==> src/hdl/tpb_map.vh <==
`ifndef TPB_MAP_VH
`define TPB_MAP_VH

// Register byte addresses on the APB port
`define TPB_CH1_CTL_ADDR 12'h000
`define TPB_CH2_CTL_ADDR 12'h004
`define TPB_CH1_GRB_ADDR 12'h008
`define TPB_CH2_GRB_ADDR 12'h00C
`define TPB_STATUS_ADDR 12'h010

// Field positions inside the I/O control byte
`define TPB_BIT_MODE 7
`define TPB_BIT_INIT 6
`define TPB_BIT_ACT_HI 5
`define TPB_BIT_ACT_LO 4

// Reset values
`define TPB_CTL_RESET 8'h00
`define TPB_GRB_RESET 16'h0000

// Output action codes in bits 5:4
`define TPB_ACT_OFF 2'h0
`define TPB_ACT_ZERO 2'h1
`define TPB_ACT_ONE 2'h2
`define TPB_ACT_TOGGLE 2'h3

// Wait states before pready
`define TPB_APB_WAIT 0

`endif

==> src/hdl/tpb_chan.v <==
`timescale 1ns/1ns
`include "tpb_map.vh"

// One channel: pin B compare output or capture of the counter
module tpb_chan #(
    parameter CW = 16,
    parameter HAS_EXT = 0
) (
    // Clock and reset
    input wire i_ref_clk,
    input wire i_rst_n,
    // Control byte and counter
    input wire [7:0] i_ctl,
    input wire [CW-1:0] i_count,
    input wire [CW-1:0] i_grb,
    input wire i_grb_wr,
    input wire [CW-1:0] i_grb_wdata,
    // Pin sample (already synchronised) and external event
    input wire i_pin_sync,
    input wire i_ext_evt,
    // Results
    output reg [CW-1:0] o_grb,
    output reg o_pin,
    output reg o_pin_oe_n,
    output reg o_capt
);
    // Previous pin sample for edge detection
    reg pin_prev_reg;
    // Previous control byte, to see a newly selected output mode
    reg [7:0] ctl_prev_reg;

    wire mode_in = i_ctl[`TPB_BIT_MODE];
    wire [1:0] act = i_ctl[`TPB_BIT_ACT_HI:`TPB_BIT_ACT_LO];
    wire match = (i_count == i_grb);
    wire rise = i_pin_sync & ~pin_prev_reg;
    wire fall = ~i_pin_sync & pin_prev_reg;
    wire ext_sel = (HAS_EXT != 0) && i_ctl[`TPB_BIT_INIT];
    // New output code chosen: drive the initial level
    wire oc_enter = !mode_in && (act != `TPB_ACT_OFF) &&
                    (ctl_prev_reg != i_ctl);
    reg capt_next;

    // Capture source and edge choice
    always @* begin
        capt_next = 1'b0;
        if (mode_in) begin
            if (ext_sel) begin
                capt_next = i_ext_evt;
            end else if (i_ctl[`TPB_BIT_ACT_HI]) begin
                capt_next = rise | fall;
            end else if (i_ctl[`TPB_BIT_ACT_LO]) begin
                capt_next = fall;
            end else begin
                capt_next = rise;
            end
        end
    end

    // Register B: software write, capture load
    always @(posedge i_ref_clk) begin
        if (!i_rst_n) begin
            o_grb <= `TPB_GRB_RESET;
            o_capt <= 1'b0;
            pin_prev_reg <= 1'b0;
            ctl_prev_reg <= `TPB_CTL_RESET;
        end else begin
            pin_prev_reg <= i_pin_sync;
            ctl_prev_reg <= i_ctl;
            o_capt <= capt_next;
            if (capt_next) begin
                o_grb <= i_count;
            end else if (i_grb_wr) begin
                o_grb <= i_grb_wdata;
            end
        end
    end

    // Pin driver in output compare mode
    always @(posedge i_ref_clk) begin
        if (!i_rst_n) begin
            o_pin <= 1'b0;
            o_pin_oe_n <= 1'b1;
        end else if (mode_in || act == `TPB_ACT_OFF) begin
            o_pin_oe_n <= 1'b1;
        end else begin
            o_pin_oe_n <= 1'b0;
            if (oc_enter) begin
                o_pin <= i_ctl[`TPB_BIT_INIT];
            end else if (match) begin
                case (act)
                    `TPB_ACT_ZERO: o_pin <= 1'b0;
                    `TPB_ACT_ONE: o_pin <= 1'b1;
                    `TPB_ACT_TOGGLE: o_pin <= ~o_pin;
                    default: o_pin <= o_pin;
                endcase
            end
        end
    end
endmodule // tpb_chan

==> src/hdl/tpb_top.v <==
`timescale 1ns/1ns
`include "tpb_map.vh"

// Functional notes
// - Bit7 clear: compare; 00 off, 01 drive 0
// - Code 10 drives pin high on match
// - Code 11 toggles pin on match
// - Code 1000 captures on rising pin edge
// - Code 1001 captures on falling pin edge
// - Code 101X captures on both edges
// - Channel 1 code 11XX captures on ch0 C event
module tpb_top #(
    parameter CW = 16
) (
    // Clock and reset
    input wire i_ref_clk,
    input wire i_rst_n,
    // APB slave
    input wire i_psel,
    input wire i_penable,
    input wire i_pwrite,
    input wire [11:0] i_paddr,
    input wire [31:0] i_pwdata,
    output reg [31:0] o_prdata,
    output reg o_pready,
    output reg o_pslverr,
    // Shared counter and channel zero C event
    input wire [CW-1:0] i_count,
    input wire i_ch0_grc_evt,
    // Channel 1 pin B
    input wire i_ch1_pin_b,
    output wire o_ch1_pin_b,
    output wire o_ch1_pin_b_oe_n,
    // Channel 2 pin B
    input wire i_ch2_pin_b,
    output wire o_ch2_pin_b,
    output wire o_ch2_pin_b_oe_n
);
    // Control registers: bit 7 picks capture or compare, bit 6 the
    // initial level or the channel zero source, bits 5:4 the action
    // or the capture edge.
    reg [7:0] ch1_io_control_reg; // Channel 1 pin B control byte
    reg [7:0] ch2_io_control_reg; // Channel 2 pin B control byte
    // Capture flags, sticky until status read
    reg [1:0] capt_seen_reg; // Bit 0 channel 1, bit 1 channel 2
    // Pin synchronisers, three stages each; stage 0 meets the pin,
    // only stage 1 reads it, and stages 1 and 2 vote on the level.
    reg [2:0] ch1_sync_reg; // Channel 1 pin shift chain
    reg [2:0] ch2_sync_reg; // Channel 2 pin shift chain
    reg ch1_pin_reg; // Channel 1 agreed pin level
    reg ch2_pin_reg; // Channel 2 agreed pin level
    // Channel outputs; register B lives inside each channel so that a
    // capture and a software write are settled in one place.
    wire [CW-1:0] ch1_general_reg_b; // Channel 1 register B
    wire [CW-1:0] ch2_general_reg_b; // Channel 2 register B
    wire ch1_capt; // Channel 1 captured last edge
    wire ch2_capt; // Channel 2 captured last edge
    // Bus access decode. An access phase is taken once, on the edge
    // where psel and penable are high and no answer is out yet; the
    // answer cycle is masked, so a master that still holds its request
    // while it samples pready is not served twice.
    wire acc = i_psel & i_penable & ~o_pready; // Access taken
    wire wr = acc & i_pwrite; // Write taken
    wire rd = acc & ~i_pwrite; // Read taken
    // Capture pulses of both channels, channel 1 in bit 0
    wire [1:0] capt_now = {ch2_capt, ch1_capt};
    // Status word: capture flags low, the two driven pin levels above;
    // bit 2 is the channel 1 pin and bit 3 the channel 2 pin
    wire [31:0] status_word = {28'h0000000, o_ch2_pin_b, o_ch1_pin_b,
                               capt_seen_reg};

    // Known address check: the five word addresses of the map; any
    // other address, unaligned ones too, answers with an error
    function addr_ok;
        input [11:0] a;
        begin
            addr_ok = (a == `TPB_CH1_CTL_ADDR) || (a == `TPB_CH2_CTL_ADDR) ||
                      (a == `TPB_CH1_GRB_ADDR) || (a == `TPB_CH2_GRB_ADDR) ||
                      (a == `TPB_STATUS_ADDR);
        end
    endfunction

    // Strobe for one register: a taken access to its exact address.
    // Partial or unaligned matches never reach a register.
    function acc_hit;
        input strobe;
        input [11:0] a;
        input [11:0] target;
        begin
            acc_hit = strobe && (a == target);
        end
    endfunction

    // Per-register strobes, one for each register that bus access changes
    wire ch1_ctl_wr = acc_hit(wr, i_paddr, `TPB_CH1_CTL_ADDR);
    wire ch2_ctl_wr = acc_hit(wr, i_paddr, `TPB_CH2_CTL_ADDR);
    wire ch1_grb_wr = acc_hit(wr, i_paddr, `TPB_CH1_GRB_ADDR);
    wire ch2_grb_wr = acc_hit(wr, i_paddr, `TPB_CH2_GRB_ADDR);
    wire status_rd = acc_hit(rd, i_paddr, `TPB_STATUS_ADDR);

    // Pin synchronisers; level counts once stages two and three agree.
    // The pins change with no regard for this clock, so the first stage
    // may go metastable; the vote also drops a one-cycle glitch, at the
    // cost of one more cycle before a capture. The reset level 0 is the
    // idle level of a released pin, so no false edge follows reset.
    always @(posedge i_ref_clk) begin
        if (!i_rst_n) begin
            // Start at the idle low level
            ch1_sync_reg <= 3'h0;
            ch2_sync_reg <= 3'h0;
            ch1_pin_reg <= 1'b0;
            ch2_pin_reg <= 1'b0;
        end else begin
            // Shift each pin one stage deeper
            ch1_sync_reg <= {ch1_sync_reg[1:0], i_ch1_pin_b};
            ch2_sync_reg <= {ch2_sync_reg[1:0], i_ch2_pin_b};
            // Take a level only once the last two stages agree
            if (ch1_sync_reg[2] == ch1_sync_reg[1]) begin
                ch1_pin_reg <= ch1_sync_reg[2];
            end
            if (ch2_sync_reg[2] == ch2_sync_reg[1]) begin
                ch2_pin_reg <= ch2_sync_reg[2];
            end
        end
    end

    // APB register writes, answer and read data.
    // There are no wait states: the answer leaves one edge after the
    // access phase is taken and stands for that one cycle only. A write
    // lands on the taken edge; read data are launched on it and are
    // zero in every other cycle, so a stale word is never left on the
    // bus. An unmapped address answers with an error, writes nothing
    // and reads zero.
    always @(posedge i_ref_clk) begin
        if (!i_rst_n) begin
            ch1_io_control_reg <= `TPB_CTL_RESET;
            ch2_io_control_reg <= `TPB_CTL_RESET;
            capt_seen_reg <= 2'h0;
            o_prdata <= 32'h00000000;
            o_pready <= 1'b0;
            o_pslverr <= 1'b0;
        end else begin
            // Answer and error flag, one cycle each
            o_pready <= acc;
            o_pslverr <= acc & ~addr_ok(i_paddr);
            // Capture sets win over the read clear, so a capture in the
            // cycle of the status read is reported by the next read
            if (status_rd) begin
                capt_seen_reg <= capt_now; // Clear, keep new sets
            end else begin
                capt_seen_reg <= capt_seen_reg | capt_now; // Collect
            end
            // Control bytes take the low byte of the write data
            if (ch1_ctl_wr) begin
                ch1_io_control_reg <= i_pwdata[7:0];
            end
            if (ch2_ctl_wr) begin
                ch2_io_control_reg <= i_pwdata[7:0];
            end
            // Read data stand only in the answer cycle
            o_prdata <= 32'h00000000;
            if (rd) begin
                case (i_paddr)
                    `TPB_CH1_CTL_ADDR: o_prdata <= {24'h000000,
                                                    ch1_io_control_reg};
                    `TPB_CH2_CTL_ADDR: o_prdata <= {24'h000000,
                                                    ch2_io_control_reg};
                    `TPB_CH1_GRB_ADDR: o_prdata[CW-1:0] <= ch1_general_reg_b;
                    `TPB_CH2_GRB_ADDR: o_prdata[CW-1:0] <= ch2_general_reg_b;
                    `TPB_STATUS_ADDR: o_prdata <= status_word;
                    // Unmapped reads return zero
                    default: o_prdata <= 32'h00000000;
                endcase
            end
        end
    end

    // Limitations: the counter and the channel zero event are trusted
    // to come from this clock. A counter that stops on register B
    // repeats the compare action every cycle, so the toggle code then
    // gives a pin that toggles each cycle.

    // Channel 1 may capture on channel zero C events. The event comes
    // from logic on this clock, so it enters the channel without any
    // synchroniser and is taken in the cycle it is high.
    tpb_chan #(.CW(CW), .HAS_EXT(1)) u_ch1 (
        .i_ref_clk(i_ref_clk),
        .i_rst_n(i_rst_n),
        .i_ctl(ch1_io_control_reg),
        .i_count(i_count),
        .i_grb(ch1_general_reg_b),
        .i_grb_wr(ch1_grb_wr),
        .i_grb_wdata(i_pwdata[CW-1:0]),
        .i_pin_sync(ch1_pin_reg),
        .i_ext_evt(i_ch0_grc_evt),
        .o_grb(ch1_general_reg_b),
        .o_pin(o_ch1_pin_b),
        .o_pin_oe_n(o_ch1_pin_b_oe_n),
        .o_capt(ch1_capt)
    );

    // Channel 2 ignores bit 6 in capture modes. Its event input is tied
    // low: this channel has no channel zero source, and the tie keeps
    // the port from floating.
    tpb_chan #(.CW(CW), .HAS_EXT(0)) u_ch2 (
        .i_ref_clk(i_ref_clk),
        .i_rst_n(i_rst_n),
        .i_ctl(ch2_io_control_reg),
        .i_count(i_count),
        .i_grb(ch2_general_reg_b),
        .i_grb_wr(ch2_grb_wr),
        .i_grb_wdata(i_pwdata[CW-1:0]),
        .i_pin_sync(ch2_pin_reg),
        .i_ext_evt(1'b0),
        .o_grb(ch2_general_reg_b),
        .o_pin(o_ch2_pin_b),
        .o_pin_oe_n(o_ch2_pin_b_oe_n),
        .o_capt(ch2_capt)
    );
endmodule // tpb_top

==> config.mk <==
export PLATFORM = sky130hd
export DESIGN_NAME = tpb_top
export DESIGN_NICKNAME = d
export VERILOG_FILES = /design/src/hdl/tpb_chan.v /design/src/hdl/tpb_top.v
export VERILOG_INCLUDE_DIRS = /design/src /design/src/hdl
export SDC_FILE = /design/constraint.sdc
export NUM_CORES = 1
export LEC_CHECK = 0
export BUFFER_PORTS_ARGS = -buffer_cell sky130_fd_sc_hd__buf_2
export CAP_MARGIN = 30
export CORE_ASPECT_RATIO = 0.9
export CORE_MARGIN = 8
export CORE_UTILIZATION = 49
export CTS_CLUSTER_DIAMETER = 60
export CTS_CLUSTER_SIZE = 12
export DETAILED_ROUTE_END_ITERATION = 10
export GPL_TIMING_DRIVEN = 0
export HOLD_SLACK_MARGIN = 0.06
export PLACE_DENSITY = 0.77
export SLEW_MARGIN = 30
export SYNTH_ARGS = -nofsm -noshare
export SYNTH_HDL_FRONTEND = slang
export SYNTH_SLANG_ARGS = --single-unit
==> constraint.sdc <==
create_clock -name i_ref_clk -period 1.8 [get_ports i_ref_clk]
set_input_delay 0 -clock i_ref_clk [delete_from_list [all_inputs] [get_ports i_ref_clk]]
set_output_delay 0 -clock i_ref_clk [all_outputs]
set_load 0.02 [all_outputs]
==> results.md <==
- The max-slew violation count was 0.
- Cells with a size suffix above 1 make up between 20% and 30% of the layout.
- The slowest stage of the critical path is the a2111oi_0 cell.
- For this run the aggregate overflow at the end of global routing stands at 0.
- The maximum level of the CTS H-tree is 3.
- The via count is ~4,300.
- The stage delay of the slowest cell on the critical path is around 0.54 ns.
- For this run, the post-layout net count is between 700 and 800.
- The clock tree root buffer cell is clkbuf_8.
- The most used flip-flop cell after synthesis is dfxtp_1.
- The region available for standard cell placement spans a little over 9000 um^2.
- The number of buffers added on ports is 70.
- The worst slew margin relative to its limit is a little under two thirds.
- The leakage power total is approximately 2.5 nW.
- The leading cell type by number of instances after synthesis is dfxtp_1.
- The maximum fanout count along the critical path is 3.
- Counting the fill cells in the layout gives roughly 710.
- The tool flagged a number of max-cap violations equal to 0.
- The clock insertion delay at the later pin of the skew report is approximately 0.37 ns.
- Dividing the final minimum period by the clock period gives roughly 100%.
- Traced cell by cell, the critical path runs through xnor2_1 > nand4_1 > a2111oi_0 > nand4_1 > nor4b_1.
- From left edge to right edge, the die measures 118.7 um.
- The family of cells with the greatest summed delay on the critical path is compound AO/OA/AOI/OAI gates.
- The proportion of netlist area held by the largest area contributor is a little over two fifths.
- Counting distinct cell types in the post-synthesis netlist gives 50.
- The number of warnings issued by yosys is 0.
- In this run the remaining antenna-violating nets after routing total 0.
- The worst setup path is launched from a flop.
- Counting every sink on the clock net gives 100.
- By area the synthesized netlist is led by dfxtp_1, mux2i_1, xnor2_1.
- The post-synthesis sequential area ratio is between 40% and 50%.
- The clock tree from TritonCTS is done.
- The number of flops mapped to enable cells by yosys is 0.
- Counting both buffers and inverters, the worst setup path holds a total of 0.
- The clock skew is about 0.017 ns.
- The DRC marker count from the first detailed-route iteration is 412.
- After clock tree synthesis, the clock-pin slew on the worst setup and hold paths is 0.10 ns.
- The routed wire length is roughly 14,000 um.
- The count of inserted antenna diode cells is 0.
- The floorplan step set the die height to between 100 and 150 um.
- The type of element capturing the critical path is a flop.
- The number of antenna violations at the first check in global routing is 0.
- The flop and latch count out of synthesis is 100.
- IR analysis of the VDD net gives a maximum drop of roughly 0.46 mV.
- Compared with the post-synthesis result, the final layout area differs by 29.64%.
- The final cell count without fillers is around 770.
- The kind of path behind the tightest hold check is input port to flop.
- The floorplan has 33 rows.
- The total CTS buffers is 9.
- Detailed placement finished with a half-perimeter wire length of 9935 um.
- Of all cell types, the one taking the most synthesized area is dfxtp_1.
- Setup violations remaining at the end of the flow were counted as 0.
- By count the netlist is led by dfxtp_1, nand2_1, nor2_1.
- After detailed routing, the number of vias per cell comes to about 5.6.
- The startpoint identified for the worst register-to-register timing path is u_ch2.o_grb[4].
- Once the floorplan was initialized, standard cells occupied ~51% of the core.
- In the routed design, unresolved DRC markers number 0.
- The number of failing hold endpoints at the final stage is 0.
- The number of global-route vias before repair is about 4,400.
- For the pin with the worst max-slew slack, the measured transition is 0.5357 ns.
- The number of buffers on the longest clock path is 2.
- Across every metal layer, demand over resource in global routing totals a little over a fifth.
- The synthesized instance count is a little over 500.
- The arrival time of data at the critical path endpoint is roughly 2.1 ns.
- Before antenna repair, the detailed router went through 5 iterations.
- The power density of the placed cells is a little under 700 nW/um^2.
- In this run the worst setup path begins at u_ch2.o_grb[4].
- The time the final worst path needs with I/O delays and setup is about 1.8 ns.
- For this run, the top clock speed supported by timing is 555.7 MHz.
- The share of flip-flops with an asynchronous set or reset is 0%.
- The cell total after placement is 710.
- The largest net degree at the start of global routing is 16.
- The worst hold path begins at i_pwrite.
- The flow ran to the end, and the final reports show no timing, DRC or antenna violations.
- The die outline area is between 10,000 and 15,000 um^2.
- The critical path is of the flop to flop type.
- The dominant cell type by count on the critical path is nand4_1.
- The number of top-level pins is approximately 110.
- For the worst setup path, the data required time is 2.05 ns.
- At the end of routability-driven placement, the weighted congestion stood at 0.8850.
- The global-route wire length before repair is ~22,000 um.
- Dividing the synthesized area by the synthesized cell count gives 9.248 um^2.
- The wire length per cell after detailed routing is roughly 18 um.
- The cell area after synthesis is approximately 4700 um^2.
- The fraction of the core area covered by cells at the end of the flow is 65.79%.
- In the final layout, the registers with the most flip-flops are o_prdata (16), u_ch1.o_grb (16), u_ch2.o_grb (16).
report_power, final:
group | internal (mW) | switching [mW] | total, mW
registers | 2.22 | 0.00259 | 2.22
clock network | 0.772 | 0.769 | 1.54
logic | 0.177 | 0.200 | 0.378
cells by family (layout without fill, tap and decap cells):
family | Yosys count | in the layout | share of synthesized area, %
multiplexers | 41 | 41 | 9.683
adder cells (fa/ha/maj) | 4 | 4 | 1.076
buffers and inverters | 52 | 181 | 6.885
other | 1 | 16 | 0.08061
flip-flops | 100 | 100 | 43.03
AND/OR/NAND/NOR | 167 | 167 | 18.53
XOR/XNOR | 48 | 48 | 9.037
AO/OA/AOI/OAI | 90 | 90 | 11.67
metal layers:
layer  part of all wire (%)  global-route usage, %
met5                      0                      0
met4                    3.9                  11.27
met3                     10                  5.417
met2                     45                  35.23
met1                     40                  25.99
path summary, 6_finish.rpt:
path	end	slack, ns	depth (start not counted)
hold / removal	o_prdata[7]	0.08	4
setup / recovery	u_ch2.o_pin	0.0004	5
setup reg to reg	u_ch2.o_pin	0.0004	5
hold reg to reg	ch1_sync_reg[1]	0.44	1
final cells by class:
| cell class | count | area [um^2] | share of cell area, % |
|---|---|---|---|
| Multi-Input combinational cell | 366 | 2454 | 40.68 |
| Sequential cell | 100 | 2012 | 33.36 |
| Timing Repair Buffer | 119 | 853.3 | 14.15 |
| Buffer | 42 | 335.3 | 5.560 |
| Tap cell | 122 | 152.6 | 2.531 |
| Clock buffer | 10 | 127.6 | 2.116 |
| Clock inverter | 5 | 77.57 | 1.286 |
| Inverter | 5 | 18.77 | 0.3112 |
metrics by stage:
step | area (um^2) | power, mW | hold slack, ns | TNS (ns) | worst slack (ns)
after floorplan | 4708 | 2.438 | 0.1146 | 0 | 0.03616
after global placement | 5211 | 2.558 | 0.2046 | -13.66 | -0.3760
after detailed placement | 5211 | 2.566 | 0.2118 | -15.33 | -0.4641
after CTS | 5908 | 4.113 | 0.08549 | 0 | 0.002804
after global routing | 6031 | 4.264 | 0.07629 | -0.07447 | -0.01688
final | 6031 | 4.137 | 0.07710 | 0 | 0.0004079
repair_timing:
item,in CTS,in global routing
setup endpoints to repair,46,47
hold buffers,37,0
setup buffers,6,4
endpoints found under the hold margin,51,0
gates resized for setup,27,25
cloned,1,1
pin swaps,3,4
worst reg2reg max path, stage by stage, from the launching register on:
cell       delay [ns]
dfxtp_1          0.34
xnor2_1          0.28
nand4_1          0.22
a2111oi_0        0.54
nand4_1          0.15
nor4b_1          0.16
cells in the final DEF (no fill, tap or decap), types with 4 or more instances in the layout:
cell,n
dfxtp_1,94
buf_2,73
nand2_1,59
dlygate4sd3_1,37
nor2_1,35
mux2i_1,35
xnor2_1,30
buf_4,25
and2_1,23
o21ai_1,21
xor2_1,18
a22oi_1,17
a31oi_1,16
conb_1,16
o21ai_0,12
clkbuf_8,10
clkbuf_1,9
a21oi_1,8
nand4_1,7
buf_6,6
nor2b_1,5
dfxtp_2,5
inv_1,4
o22ai_1,4
nor3_1,4
ha_1,4
Note: power is estimated with default switching activity, not from simulation.
